--- src/design/psh_cfg.svh ---
`ifndef PSH_CFG_SVH
`define PSH_CFG_SVH
// clock rate in kHz
`define PSH_CLK_KHZ 40000
// start input debounce, in microseconds
`define PSH_DEBOUNCE_US 1000
`define PSH_DEBOUNCE_CYC ((`PSH_DEBOUNCE_US * `PSH_CLK_KHZ + 999) / 1000)
// reset release delay, in milliseconds
`define PSH_RST_DELAY_MS 16
`define PSH_RST_DELAY_CYC (`PSH_RST_DELAY_MS * `PSH_CLK_KHZ)
// rail ramp time before the reset delay starts, in microseconds
`define PSH_RAMP_US 100
`define PSH_RAMP_CYC ((`PSH_RAMP_US * `PSH_CLK_KHZ) / 1000)
// wake pulse length on the echo output, in microseconds
`define PSH_WAKE_US 100
`define PSH_WAKE_CYC ((`PSH_WAKE_US * `PSH_CLK_KHZ) / 1000)
`endif

--- src/design/psh_pkg.sv ---
package psh_pkg;
    typedef enum logic [2:0] {
        PSH_OFF = 3'b000,
        PSH_RAMP = 3'b001,
        PSH_RSTWAIT = 3'b010,
        PSH_RUN = 3'b011,
        PSH_HIBER = 3'b100,
        PSH_SHUT = 3'b101
    } psh_state_t;
    typedef enum logic [1:0] {
        PSH_PS_OFF = 2'b00,
        PSH_PS_HIBER = 2'b01,
        PSH_PS_LOWPWR = 2'b10,
        PSH_PS_ACTIVE = 2'b11
    } psh_pstate_t;
endpackage : psh_pkg

--- src/design/psh_start_hold.sv ---
`timescale 1ns/1ps
`include "psh_cfg.svh"
module psh_start_hold #(
    parameter int DEB_CYC = `PSH_DEBOUNCE_CYC,
    parameter int RST_DELAY_CYC = `PSH_RST_DELAY_CYC,
    parameter int RAMP_CYC = `PSH_RAMP_CYC,
    parameter int WAKE_CYC = `PSH_WAKE_CYC
) (
    input wire logic core_clk,
    input wire logic sys_rst,
    input wire logic start_request_n,
    input wire logic power_hold,
    input wire logic low_power_select,
    output logic start_echo_n_out,
    output logic start_echo_n_oe,
    output logic system_reset_out_n_out,
    output logic system_reset_out_n_oe,
    output logic railsOn,
    output logic memRailOn,
    output logic lowPowerMode,
    output psh_pkg::psh_pstate_t powerState
);
    localparam int TW = $clog2(RST_DELAY_CYC + RAMP_CYC + WAKE_CYC + 2);
    initial
    begin
        if (RST_DELAY_CYC < 1 || RAMP_CYC < 1 || WAKE_CYC < 1)
            $error("timing counts must be at least one");
    end

    logic startLow;
    psh_debounce #(.DEB_CYC(DEB_CYC)) uDeb (
        .core_clk(core_clk),
        .sys_rst(sys_rst),
        .rawLow(!start_request_n),
        .stableLow(startLow)
    );

    psh_pkg::psh_state_t state_reg, state_next;
    logic [TW-1:0] tmr_reg, tmr_next;
    logic [TW-1:0] wake_reg, wake_next;
    logic holdPrev_reg, holdPrev_next;
    logic first_reg, first_next;
    logic startPrev_reg, startPrev_next;
    logic echo_reg, echo_next;
    logic rstRel_reg, rstRel_next;
    logic rails_reg, rails_next;
    logic mem_reg, mem_next;
    logic lp_reg, lp_next;
    psh_pkg::psh_pstate_t ps_reg, ps_next;
    logic holdRise;
    logic startPress;

    assign holdRise = power_hold && !holdPrev_reg;
    assign startPress = startLow && !startPrev_reg;

    always_comb
    begin
        state_next = state_reg;
        tmr_next = tmr_reg;
        wake_next = wake_reg;
        holdPrev_next = power_hold;
        startPrev_next = startLow;
        first_next = 1'b0;
        case (state_reg)
            psh_pkg::PSH_OFF, psh_pkg::PSH_HIBER:
            begin
                // supply-up with start already low: auto start and wake pulse
                if (first_reg && !start_request_n)
                begin
                    wake_next = TW'(WAKE_CYC);
                    state_next = psh_pkg::PSH_RAMP;
                    tmr_next = TW'(RAMP_CYC);
                end
                // debounced press or hold rising edge starts up
                else if (startPress || holdRise)
                begin
                    state_next = psh_pkg::PSH_RAMP;
                    tmr_next = TW'(RAMP_CYC);
                end
                else if (state_reg == psh_pkg::PSH_OFF && !power_hold && low_power_select)
                    state_next = psh_pkg::PSH_HIBER;
                else if (state_reg == psh_pkg::PSH_HIBER && !low_power_select)
                    state_next = psh_pkg::PSH_OFF;
            end
            psh_pkg::PSH_RAMP:
            begin
                if (tmr_reg == TW'(1))
                begin
                    state_next = psh_pkg::PSH_RSTWAIT;
                    tmr_next = TW'(RST_DELAY_CYC);
                end
                else
                    tmr_next = tmr_reg - TW'(1);
            end
            psh_pkg::PSH_RSTWAIT:
            begin
                if (tmr_reg == TW'(1))
                    state_next = power_hold ? psh_pkg::PSH_RUN : psh_pkg::PSH_SHUT;
                else
                    tmr_next = tmr_reg - TW'(1);
            end
            psh_pkg::PSH_RUN:
            begin
                // presses ignored here; hold low shuts down
                if (!power_hold)
                    state_next = psh_pkg::PSH_SHUT;
            end
            psh_pkg::PSH_SHUT:
                state_next = (low_power_select && power_hold == 1'b0 && !first_reg)
                    ? psh_pkg::PSH_HIBER : psh_pkg::PSH_OFF;
            default:
                state_next = psh_pkg::PSH_OFF;
        endcase
        if (wake_reg != '0)
            wake_next = wake_reg - TW'(1);
    end

    always_comb
    begin
        // echo follows detected start, or the wake pulse
        echo_next = startLow || (wake_next != '0);
        rstRel_next = (state_next == psh_pkg::PSH_RUN);
        rails_next = (state_next == psh_pkg::PSH_RAMP) || (state_next == psh_pkg::PSH_RSTWAIT)
            || (state_next == psh_pkg::PSH_RUN);
        mem_next = rails_next || (state_next == psh_pkg::PSH_HIBER);
        lp_next = (state_next == psh_pkg::PSH_RUN) && low_power_select;
        case (state_next)
            psh_pkg::PSH_RUN:
                ps_next = low_power_select ? psh_pkg::PSH_PS_LOWPWR : psh_pkg::PSH_PS_ACTIVE;
            psh_pkg::PSH_HIBER:
                ps_next = psh_pkg::PSH_PS_HIBER;
            default:
                ps_next = psh_pkg::PSH_PS_OFF;
        endcase
    end

    always_ff @(posedge core_clk)
    begin
        if (sys_rst)
        begin
            state_reg <= psh_pkg::PSH_OFF;
            tmr_reg <= '0;
            wake_reg <= '0;
            holdPrev_reg <= 1'b1;
            startPrev_reg <= 1'b0;
            first_reg <= 1'b1;
            echo_reg <= 1'b0;
            rstRel_reg <= 1'b0;
            rails_reg <= 1'b0;
            mem_reg <= 1'b0;
            lp_reg <= 1'b0;
            ps_reg <= psh_pkg::PSH_PS_OFF;
        end
        else
        begin
            state_reg <= state_next;
            tmr_reg <= tmr_next;
            wake_reg <= wake_next;
            holdPrev_reg <= holdPrev_next;
            startPrev_reg <= startPrev_next;
            first_reg <= first_next;
            echo_reg <= echo_next;
            rstRel_reg <= rstRel_next;
            rails_reg <= rails_next;
            mem_reg <= mem_next;
            lp_reg <= lp_next;
            ps_reg <= ps_next;
        end
    end

    assign start_echo_n_out = 1'b0;
    assign start_echo_n_oe = echo_reg;
    assign system_reset_out_n_out = 1'b0;
    assign system_reset_out_n_oe = !rstRel_reg;
    assign railsOn = rails_reg;
    assign memRailOn = mem_reg;
    assign lowPowerMode = lp_reg;
    assign powerState = ps_reg;
endmodule : psh_start_hold

--- src/design/psh_debounce.sv ---
`timescale 1ns/1ps
`include "psh_cfg.svh"
module psh_debounce #(
    parameter int DEB_CYC = `PSH_DEBOUNCE_CYC
) (
    input wire logic core_clk,
    input wire logic sys_rst,
    input wire logic rawLow,
    output logic stableLow
);
    localparam int CW = $clog2(DEB_CYC + 1);
    initial
    begin
        if (DEB_CYC < 1)
            $error("debounce count must be at least one");
    end
    logic [CW-1:0] cnt_reg, cnt_next;
    logic stable_reg, stable_next;
    always_comb
    begin
        cnt_next = cnt_reg;
        stable_next = stable_reg;
        if (!rawLow)
        begin
            cnt_next = '0;
            stable_next = 1'b0;
        end
        else if (cnt_reg == CW'(DEB_CYC))
            stable_next = 1'b1;
        else
            cnt_next = cnt_reg + CW'(1);
    end
    always_ff @(posedge core_clk)
    begin
        if (sys_rst)
        begin
            cnt_reg <= '0;
            stable_reg <= 1'b0;
        end
        else
        begin
            cnt_reg <= cnt_next;
            stable_reg <= stable_next;
        end
    end
    assign stableLow = stable_reg;
endmodule : psh_debounce

--- config.mk ---
export PLATFORM = sky130hd
export DESIGN_NAME = psh_start_hold
export DESIGN_NICKNAME = d
export VERILOG_FILES = /design/src/design/psh_pkg.sv /design/src/design/psh_start_hold.sv /design/src/design/psh_debounce.sv
export VERILOG_INCLUDE_DIRS = /design/src /design/src/design
export SDC_FILE = /design/constraint.sdc
export NUM_CORES = 1
export LEC_CHECK = 0
export ABC_AREA = 1
export CORE_MARGIN = 10
export CORE_UTILIZATION = 65
export CTS_CLUSTER_SIZE = 25
export DETAILED_ROUTE_END_ITERATION = 10
export DONT_BUFFER_PORTS = 1
export PLACE_DENSITY_LB_ADDON = 0.3
export SLEW_MARGIN = 30
export SYNTH_ARGS = -nofsm -noshare
export SYNTH_HDL_FRONTEND = slang
export SYNTH_SLANG_ARGS = --single-unit
export TNS_END_PERCENT = 20
--- constraint.sdc ---
create_clock -name core_clk -period 5 [get_ports core_clk]
set_clock_uncertainty 0.2 [all_clocks]
set_input_delay 0.75 -clock core_clk [delete_from_list [all_inputs] [get_ports core_clk]]
set_output_delay 0.75 -clock core_clk [all_outputs]
set_load 0.05 [all_outputs]
Word-level counts from Yosys, hierarchy flattened
Index checks and enable logic that the tools add are counted.
W data, S select, Z words.

word-level totals
  register bits = 70
  bits of input ports = 5
  output and inout bits = 9
  logic and storage cells = 80

cells by class
  add/subtract/negate cells = 3
  equal/unequal tests = 13
  mux-type cells = 21
  bitwise operators = 1
  reductions and logical operators = 28

operators by type and width
  operator                 count
  $mux W20                 7
  $pmux W20 S3             1
  $reduce_bool A20 Y1      2
  $sub A20 B1 Y20 const B  2
  $mux W3                  9
  $eq A20 B1 Y1 const B    1
  $add A16 B1 Y16 const B  1
  $eq A16 B16 Y1 const B   1
  $pmux W3 S5              1
  $eq A3 B2 Y1 const B     4
  $eq A3 B3 Y1 const B     3
  $logic_and A1 B1 Y1      9
  $logic_not A1 Y1         7
  $eq A3 B1 Y1 const B     2
  $logic_or A1 B1 Y1       5
  $pmux W2 S2              1
  $reduce_or A2 Y1         2
  $logic_not A3 Y1         1
  $ne A3 B3 Y1 const B     1
  $reduce_and A3 Y1        1
  $reduce_bool A3 Y1       1
  $mux W1                  2
  $ne A2 B2 Y1 const B     1
  $not A1 Y1               1

Logic depth before layout (Yosys ltp)
Gate-level depths: netlist (run 1).

  word-level depth = 11
  depth in mapped cells = 15
  depth with buffers taken out = 15

By module
Synthesis (run 1) repeated with hierarchy kept, for this count alone.

unflattened totals
  cells, all modules = 621
  area total of the unflattened synthesis = 4035.1 um^2

by module, submodules not included
  module          instances  cells each  area an instance (um^2)  sequential area each (um^2)
  psh_start_hold  1          463         3049.2                   1041.0
  psh_debounce    1          158         985.9                    340.3

Worst setup path before layout (run 1)
Ideal clock, no wire load.

  path type = input-to-reg
  start point = in start_request_n
  end point = reg tmr_reg[13]
  library setup time = 0.123 ns
  arrival time = 1.775 ns
  required time = 4.677 ns
  setup slack = 2.902 ns
  cell stages on the path = 9
  path buffers = 1
  path through = nor2_1 inv_1 nand4_1 o21ai_1 inv_2 nand2_4 buf_6 nor3_1 nor3b_2

on the way
  cells in the longest elaborated chain, start to end = 4
  elaborated cells between the ends (all ways) = 6
  classes of those cells = eq/ne: 1; mux: 2; reduce/logical: 3

RTL lines
  item                                                                line                   source
  start, declared                                                     psh_start_hold.sv:11   input wire logic start_request_n,
  $logic_not A1 Y1 (*)                                                psh_start_hold.sv:68   if (first_reg && !start_request_n)
  $logic_and A1 B1 Y1 (*)                                             psh_start_hold.sv:68
  $ne A3 B3 Y1 (no line) / $mux W20 (equally long branches)           -
  $reduce_and A3 Y1 (no line) / $pmux W20 S3 (equally long branches)  -
  end signal, assigned                                                psh_start_hold.sv:157  tmr_reg <= tmr_next;
  end, declared                                                       psh_start_hold.sv:39   logic [TW-1:0] tmr_reg, tmr_next;

Every way passes the cells marked *; elsewhere a longest branch is shown, timed or not.
A chain may end at the register's enable or synchronous reset.

Worst setup path in the final report (run 1)
  start point = reg wake_reg[0]
  end point = reg echo_reg (netlist: start_echo_n_oe)

on the way
  cells in the longest elaborated chain, start to end = 5
  elaborated cells between the ends (all ways) = 7
  classes of those cells = add/sub: 1; mux: 3; reduce/logical: 3

RTL lines
  item                                                                     line                   source
  start, declared                                                          psh_start_hold.sv:40   logic [TW-1:0] wake_reg, wake_next;
  start signal, assigned                                                   psh_start_hold.sv:158  wake_reg <= wake_next;
  parallel branches: the longest is 2 deep, another holds $sub A20 B1 Y20  -
  $mux W20 (*)                                                             psh_start_hold.sv:114  if (wake_reg != '0)
  $reduce_bool A20 Y1 (*)                                                  psh_start_hold.sv:121  echo_next = startLow || (wake_next != '0);
  $logic_or A1 B1 Y1 (*)                                                   psh_start_hold.sv:121
  end signal, assigned                                                     psh_start_hold.sv:162  echo_reg <= echo_next;
  end, declared                                                            psh_start_hold.sv:44   logic echo_reg, echo_next;

Mark *: on every way between the ends.

==> results of run 1 <==
worst max-delay path by stage:
stage,startpoint,to,slack (ps),cells past startpoint
after floorplan,start_request_n,tmr_reg[13],2900,9
after global placement,start_request_n,tmr_reg[6],2660,10
after detailed placement,start_request_n,tmr_reg[6],2580,10
after CTS,tmr_reg[1],tmr_reg[2],2760,13
after global routing,wake_reg[0],start_echo_n_oe,2550,11
final,wake_reg[0],start_echo_n_oe,2700,11
cell usage after synthesis (2+ instances only):
cell type,instances,area [um2]
buf_6,3,33.8
nand2_2,4,25.0
o21bai_1,2,15.0
nand3_2,2,20.0
nor3_1,9,45.0
nor3_2,5,50.1
a21oi_1,41,205
clkbuf_1,4,15.0
nand3_1,36,180
xnor2_1,5,43.8
or2_2,3,18.8
o21a_1,2,15.0
nand4_2,2,25.0
dfxtp_1,70,1400
inv_2,2,7.51
nor2_2,8,50.1
inv_1,72,270
nand4_1,8,50.1
nor2_1,93,349
a211oi_1,2,15.0
buf_4,3,22.5
o21ai_0,23,115
o21ai_1,11,55.1
nand3b_1,2,15.0
nor2_4,7,78.8
ha_1,6,75.1
nand2_1,126,473
xor2_1,11,96.3
nor4_1,2,12.5
routing by layer:
| metal | vias up | wire length [um] |
|---|---|---|
| met2 | 99 | 4330 |
| met5 | - | 0 |
| met4 | 0 | 247 |
| li1 | 1838 | - |
| met1 | 1645 | 3680 |
| met3 | 23 | 425 |
logic make-up (layout without fill, tap and decap cells):
logic type | Yosys count | after routing | synth area share (%)
and+or+nand+nor | 312 | 312 | 37.4
AOI/OAI and AO/OA | 85 | 85 | 11.7
buffers and inverters | 85 | 91 | 9.16
DFF | 70 | 70 | 36.1
xor gates and xnor gates | 16 | 16 | 3.61
adders and majority gates | 6 | 6 | 1.93
other | 1 | 2 | 0.0966
stage by stage:
stage	hold WS, ps	cell area, um2	std cells	power (W)
floorplan	229	3880	576	0.00170
global placement	248	3910	641	0.00188
detailed placement	263	3910	641	0.00191
CTS	214	4110	657	0.00238
global route	213	4110	657	0.00259
finish	240	4110	657	0.00238
where the power goes:
group,internal [W],switching (W),total (W)
Clock,0.000242,0.000217,0.000459
Combinational,0.000396,0.000775,0.00117
Sequential,0.000652,0.0000997,0.000751
Total,0.00129,0.00109,0.00238
area by class of cell:
type,count,share of cell area [%]
well taps,75,2.29
inverters,75,6.92
multi-input cells,421,51.8
clock buffers,10,3.35
clock inverters,6,1.49
flip-flops and latches,70,34.1
==> results by group, run 1 <==
Logic synthesis
  – Post-Syn Instances: 575
  – EDFF count, synth: 0
  – Syn avg cell area: 6.75 um2
  – Asr flop ratio synth: 0%
  – Post-synthesis register bit count: 70
  – Post-synthesis sequential area ratio: 36.1%
  – Synthesized area: 3880 um2
  – Synth cell types: 40
  – YS warnings: 0
  – Synth Flop Type: dfxtp_1

Power
  – PD cells: 580 nW/um2
  – Max IR drop VDD: 0.372 mV
  – Lkg Pwr: 1.91 nW

Hold path
  – WHS Path Cells: 0
  – Worst hold endpoint: first_reg
  – Worst Hold Class: in2reg
  – Hold path start: sys_rst

Global route
  – First-pass GRT wire length: 14.7 mm
  – Met1 Track Usage GR: 20.1%
  – Gr usage total: 18.2%
  – GR Util met2: 32.2%
  – Global route overflow: 0
  – Layer with the highest usage: met2
  – Met3 usage: 4.27%
  – Vias in the first global route: 3390
  – Largest net degree at the start of global routing: 35
  – Initial antenna violation count: 0

Die
  – Die Ht: 97.3 um
  – Site Rows: 28
  – Area of the die: 9460 um2
  – Boundary Pins: 14
  – Initial core utilization: 66.3%
  – Die X: 97.3 um
  – Core box area: 5850 um2

Timing
  – Setup ws final: 2700 ps
  – RSZ-0062 raised after global routing: no
  – Peak Freq: 435 MHz
  – Final hold violations: 0
  – Final Setup Violations: 0
  – Slew Viols, Final: 0
  – Final worst path period share: 46.0%
  – Setup TNS: 0 ps
  – Worst Max-Slew Pin Slew: 718 ps
  – Clock period minus worst slack: 2300 ps
  – Headroom to the max-slew limit: 52.0%

Layout
  – Area Growth Syn to Fin: 5.80%
  – Fin nets: 588
  – Storage cell area: 1400 um2
  – Diodes inserted: 0
  – Commonest cells after routing, fill and taps aside: nand2_1 (126), nor2_1 (93), inv_1 (72), dfxtp_1 (70), a21oi_1 (41)
  – Post-Route Utilization: 70.2%
  – Number of fill cells: 510
  – Multi-input gate area: 2130 um2
  – Share of layout cells above drive strength 1: 9.45%
  – Most common cell after layout, fill and taps aside: nand2_1

Critical path
  – Start of the worst register-to-register path: wake_reg[0]
  – CP max FO: 8
  – Crit-path max cell delay: 340 ps
  – Crit start category: flip-flop
  – Top delay family on crit path: simple AND/OR/NAND/NOR gates
  – Reg2reg setup slack: 2700 ps
  – CP Cell Sequence: inv_1 > ha_1 > nand2_1 > nor2_1 > xor2_1 > nand2_1 > nand2_1 > nor2_1 > nand3_1 > nor2_1 > a21oi_1
  – Worst Setup End Kind: flip-flop
  – R2r endpoint: start_echo_n_oe
  – Critical Path RT: 5030 ps
  – Critical path arrival: 2330 ps
  – Crit path buffers/inverters: 1
  – Worst reg-to-reg path cell count: 11
  – Slowest stage cell on the critical path: ha_1
  – WS Path Type: reg2reg

CTS
  – Post-CTS sizing: 0
  – Worst-path clk slew: 80 ps
  – Worst skew pair latency: 350 ps
  – H-tree depth: 3
  – Total clock buffers created by CTS: 9
  – Worst-case clock buffer depth: 2
  – Clock root cell: clkbuf_8
  – CTS Hold Buffers Added: 0
  – Clock tree sinks: 70
  – TritonCTS clock tree: built
  – Setup Buffers After CTS: 0

Route
  – TritonRoute pass-1 iters: 5
  – Starting DRT DRC Count: 199
  – Number of remaining DRC errors: 0
  – Via density per instance: 5.49
  – Antenna Nets Post-Route: 0
  – Via count: 3605
  – WL final: 8.69 mm
  – Wirelength per Cell: 13.2 um

Placement
  – Detail Placement HPWL: 6.37 mm
  – Place WS: 2580 ps
  – GP Congestion: 0.897
  – I/O Buffers: 0

Status
  – Outcome: complete, no violations

Flow run
  – Max-cap violations: 0
No activity file was read; power rests on OpenSTA's default activity.
==> run 2, diff against run 1 <==
Settings changed: CORE_UTILIZATION 65 to 57.
Clock period 5 ns to 2 ns, I/O delays scaled along.
==> run 2 against run 1 <==
Against the previous run: the run now ends with setup timing left; total power grew to 3.1 times the previous value; critical path depth grew 1; sequential power grew to 2.6 times the previous value; combinational power grew to 3.5 times the previous value; hold slack lost 200 ps; setup slack lost 2800 ps; critical path type unchanged; largest cell class unchanged.
==> results by group, run 2 (synthesis gave the netlist of run 1 again) <==
Status
  – Outcome: finished, violations left
  – Failing checks: setup timing

CTS
  – Worst skew pair latency: 360 ps
  – Worst-path clk slew: 80 ps
  – Clock tree sinks: 70
  – Total clock buffers created by CTS: 9
  – TritonCTS clock tree: built
  – H-tree depth: 3
  – Clock root cell: clkbuf_8
  – Worst-case clock buffer depth: 2

Timing
  – Final hold violations: 0
  – RSZ-0062 raised after global routing: yes
  – Clock period minus worst slack: 2070 ps
  – Headroom to the max-slew limit: 65.2%
  – Hold_ws: 36.6 ps
  – Final worst path period share: 103%
  – Worst Max-Slew Pin Slew: 521 ps
  – Setup ws final: -66.1 ps
  – Final Setup Violations: 1
  – Slew Viols, Final: 0
  – Peak Freq: 484 MHz

Route
  – Starting DRT DRC Count: 349
  – Via density per instance: 5.61
  – Via count: 3941
  – WL final: 10.3 mm
  – Number of remaining DRC errors: 0
  – TritonRoute pass-1 iters: 6
  – Wirelength per Cell: 14.7 um
  – Antenna Nets Post-Route: 0

Placement
  – I/O Buffers: 0
  – Placed Cells: 665
  – Detail Placement HPWL: 6.61 mm
  – GP Congestion: 0.924
  – Place WS: 0.165 ps

Die
  – Core box area: 6720 um2
  – Area of the die: 10500 um2
  – Boundary Pins: 14
  – Die Ht: 103 um
  – Die X: 103 um
  – Initial core utilization: 57.8%
  – Site Rows: 30

Power
  – Lkg Pwr: 2.15 nW
  – Combinational power share: 55.5%
  – Internal: 0.00394 W
  – P_sw: 0.00338 W
  – PD cells: 1540 nW/um2
  – Sw frac: 46.2%
  – Sequential power share: 26.4%
  – Total power: 0.00731 W
  – Clock power frac: 18.1%
  – Max IR drop VDD: 0.814 mV

Layout
  – Area Growth Syn to Fin: 22.1%
  – Non-Filler Instances: 703
  – Commonest cells after routing, fill and taps aside: nand2_1 (115), nor2_1 (73), inv_1 (64), dfxtp_1 (63), a21oi_1 (40)
  – Diodes inserted: 0
  – Most common cell after layout, fill and taps aside: nand2_1
  – Share of layout cells above drive strength 1: 23.6%
  – Fin nets: 629

Global route
  – Initial antenna violation count: 0
  – Global route overflow: 0
  – First-pass GRT wire length: 15.3 mm
  – Largest net degree at the start of global routing: 35
  – Vias in the first global route: 3495
  – Gr usage total: 18.0%

Critical path
  – Critical path arrival: 2150 ps
  – Top delay family on crit path: simple AND/OR/NAND/NOR gates
  – Slowest stage cell on the critical path: dfxtp_1
  – Crit path buffers/inverters: 1
  – WS Path Type: reg2reg
  – CP Cell Sequence: inv_2 > ha_4 > nand2_2 > nor2_4 > nand2_2 > nor2_4 > nand2_2 > nand2_1 > nor2_1 > nand2_1 > nor2_2 > a21oi_1
  – Crit start category: flip-flop
  – Critical Path RT: 2090 ps
  – CP most frequent cell: nand2_2
  – Worst Setup End Kind: flip-flop
  – Crit-path max cell delay: 340 ps
  – CP max FO: 7

Hold path
  – Worst Hold Class: in2reg

Flow run
  – Max-cap violations: 0
-- run 2: cell count changes in the layout (fill, tap and decap cells not counted), sizes merged --
cell | before | now
clkinv | 4 | 2
nand3b | 3 | 4
buf | 0 | 36
dlygate4sd3 | 0 | 4
bufinv | 1 | 2
clkbuf | 10 | 11
-- run 2: per-layer routing --
layer  share of wire (%)  routed length [um]  global-route usage [%]  vias up
met5                   0                   0                       0        -
met4                 3.2                 327                    5.42        0
met3                 6.4                 657                    4.76       38
met2                  50                5110                    30.7      164
met1                  41                4220                    21.6     1806
li1                    -                   -                       -     1933
-- run 2: cell type report --
| class | count | area, um2 |
|---|---|---|
| Multi-Input combinational cell | 422 | 2360 |
| Clock buffer | 11 | 151 |
| Tap cell | 80 | 100 |
| Sequential cell | 70 | 1410 |
| Inverter | 75 | 287 |
| Timing Repair Buffer | 40 | 348 |
| Clock inverter | 5 | 81.3 |
| Fill cell | 499 | 1980 |
-- run 2: worst register-to-register path, cell delays in order, from the launching register on --
cell     delay [ps]
dfxtp_1         340
inv_2           120
ha_4            160
nand2_2          60
nor2_4          140
nand2_2          90
nor2_4          290
nand2_2         100
nand2_1         110
nor2_1           70
nand2_1          90
nor2_2           50
a21oi_1         160
-- run 2: worst paths after layout --
| path | startpoint | endpoint | slack, ps | depth (start not counted) |
|---|---|---|---|---|
| setup / recovery | wake_reg[0] | start_echo_n_oe | -70 | 12 |
| hold / removal | sys_rst | tmr_reg[8] | 40 | 3 |
| setup reg to reg | wake_reg[0] | start_echo_n_oe | -70 | 12 |
| hold reg to reg | uDeb.cnt_reg[15] | uDeb.cnt_reg[15] | 270 | 1 |
-- run 2: stage by stage --
stage	TNS (ps)	cell area [um2]	util, %
after floorplan	0	3880	-
after global placement	0	4060	60.4
after detailed placement	0	4060	60.4
after CTS	0	4310	64.2
after global routing	-440	4740	70.5
final	-66.1	4740	70.5
-- run 2: what timing repair did --
action                                  CTS  global route
hold endpoints to repair                 34            32
gates resized for setup                   1            74
setup buffers                             0            16
hold buffers                              2             3
pin swaps                                 0            22
gates cloned                              0             1
endpoints found under the setup margin    8            29
-- run 2: power groups by stage --
stage / clock network [W] / registers, W / logic (W)
6_report: 0.00132 / 0.00193 / 0.00406
4_1_cts: 0.00134 / 0.00187 / 0.00307
3_5_place_dp: 0 / 0.00189 / 0.00304
3_3_place_gp: 0 / 0.00189 / 0.00301
5_1_grt: 0.00140 / 0.00196 / 0.00442
2_1_floorplan: 0 / 0.00184 / 0.00241
==> run 3, diff against run 2 <==
Settings changed: SETUP_SLACK_MARGIN set to 0.2.
==> run 3 against run 2 <==
Against the previous run: the run ends with hold timing, setup timing left; hold slack worse by 260 ps; wire length is 5.6% higher; sequential share of layout area down 0.23 points.
==> results by group, run 3 (synthesis gave the netlist of run 1 again) <==
Layout
  – Commonest cells after routing, fill and taps aside: nand2_1 (107), nor2_1 (74), inv_1 (59), dfxtp_1 (56), a21oi_1 (39)
  – Fin nets: 632
  – Non-Filler Instances: 706
  – Most common cell after layout, fill and taps aside: nand2_1
  – Share of layout cells above drive strength 1: 28.9%
  – Diodes inserted: 0
  – Number of fill cells: 479
  – Multi-input gate area: 2490 um2
  – Final instance area: 4840 um2
  – Area Growth Syn to Fin: 24.6%
  – Storage cell area: 1430 um2

Route
  – Antenna Nets Post-Route: 0
  – Starting DRT DRC Count: 415
  – Via count: 3997
  – Via density per instance: 5.66
  – WL final: 10.9 mm
  – TritonRoute pass-1 iters: 6
  – Number of remaining DRC errors: 0
  – Wirelength per Cell: 15.4 um

Global route
  – Initial antenna violation count: 0
  – Largest net degree at the start of global routing: 35
  – Global route overflow: 0
  – First-pass GRT wire length: 15.8 mm
  – Vias in the first global route: 3566
  – Gr usage total: 18.7%

Timing
  – Clock period minus worst slack: 2030 ps
  – RSZ-0062 raised after global routing: yes
  – Setup ws final: -27.9 ps
  – Hold_ws: -220 ps
  – Final worst path period share: 101%
  – Worst Max-Slew Pin Slew: 526 ps
  – Slew Viols, Final: 0
  – Headroom to the max-slew limit: 64.9%
  – Final Setup Violations: 8
  – Peak Freq: 493 MHz
  – Final hold violations: 32

Die
  – Site Rows: 30
  – Area of the die: 10500 um2
  – Boundary Pins: 14
  – Core box area: 6720 um2
  – Initial core utilization: 57.8%
  – Die X: 103 um
  – Die Ht: 103 um

Critical path
  – R2r endpoint: tmr_reg[11]
  – Critical Path Source: tmr_reg[16]
  – CP Cell Sequence: inv_2 > nand2_1 > inv_1 > nand2_1 > nor2_4 > nand3_4 > nand2_2 > inv_2 > nor2_4 > buf_6 > clkinvlp_4 > nand2_1 > a21oi_1
  – Crit path buffers/inverters: 5
  – Reg2reg setup slack: -30 ps
  – Slowest stage cell on the critical path: dfxtp_1
  – CP max FO: 5
  – Crit-path max cell delay: 340 ps
  – WS Path Type: reg2reg
  – Top delay family on crit path: simple AND/OR/NAND/NOR gates
  – Worst Setup End Kind: flip-flop
  – Crit start category: flip-flop
  – Worst reg-to-reg path cell count: 13
  – WP depth: 13
  – Critical path arrival: 2050 ps
  – Capture point of the critical path: tmr_reg[11]
  – CP most frequent cell: nand2_1
  – Start of the worst register-to-register path: tmr_reg[16]
  – Critical Path RT: 2030 ps

CTS
  – Total clock buffers created by CTS: 9
  – CTS Hold Buffers Added: 2
  – Clock root cell: clkbuf_8
  – Clock tree sinks: 70
  – H-tree depth: 3
  – Worst skew pair latency: 350 ps
  – Worst-case clock buffer depth: 2
  – TritonCTS clock tree: built
  – Worst-path clk slew: 80 ps

Power
  – PD cells: 1400 nW/um2
  – Lkg Pwr: 2.14 nW
  – Max IR drop VDD: 0.658 mV

Flow run
  – Max-cap violations: 0

Placement
  – Placed cell areas: 4060 um2
  – Placed Cells: 665
  – I/O Buffers: 0
  – Detail Placement HPWL: 6.77 mm
  – GP Congestion: 0.913

Hold path
  – Worst Hold Class: in2reg

Status
  – Outcome: finished, violations left
  – Failing checks: hold timing, setup timing
run 3: worst register-to-register path: cells and delay by family (launching register included):
kind                   cells  cell delay [ps]
AND/OR/NAND/NOR            7              800
AO/OA/AOI/OAI              1               60
buffers and inverters      5              500
flip-flops                 1              340
run 3: how the worst min path moves through the flow:
stage	slack, ps	depth (start not counted)	to	start
final	-220	0	first_reg	sys_rst
after global routing	-240	0	first_reg	sys_rst
after CTS	-240	0	first_reg	sys_rst
after detailed placement	130	0	first_reg	sys_rst
after global placement	130	0	first_reg	sys_rst
after floorplan	130	0	first_reg	sys_rst
run 3: final cells by class:
| cell class | count | share of cell area [%] |
|---|---|---|
| timing repair buffer | 43 | 7.24 |
| clock buffer | 10 | 2.64 |
| multi-input combinational | 421 | 51.4 |
| timing repair inverter | 1 | 0.129 |
| sequential | 70 | 29.6 |
| inverter | 75 | 6.10 |
| clock inverter | 6 | 0.802 |
| tap | 80 | 2.07 |
run 3: metrics by stage:
step	TNS [ps]	utilization, %	setup slack [ps]	hold WS, ps	total power (W)
after floorplan	0	-	217	128	0.00425
after global placement	-10.1	60.4	-10.1	130	0.00493
after detailed placement	-39.0	60.4	-32.0	130	0.00498
after CTS	0	66.9	75.8	-236	0.00625
after global routing	-1560	72.0	-110	-243	0.00723
final	-123	72.0	-27.9	-220	0.00677
run 3: routing by layer:
metal  part of all wire (%)  vias to the layer above  track usage [%]
met5                      0                        -                0
met4                    2.8                        0             6.72
met3                    6.4                       42             3.49
met2                     50                      174             32.2
met1                     41                     1853             22.6
li1                       -                     1928                -
run 3: report_power, final:
part	internal (W)	switching, W	total (W)
clock network	0.000445	0.000561	0.00101
registers	0.00163	0.000279	0.00191
logic	0.00145	0.00240	0.00385
run 3: what timing repair did:
item,in CTS,in global routing
pin swaps,20,46
gates cloned,1,0
endpoints found under the hold margin,34,32
buffers inserted,12,10
setup endpoints to repair,30,39
resized for setup,49,84
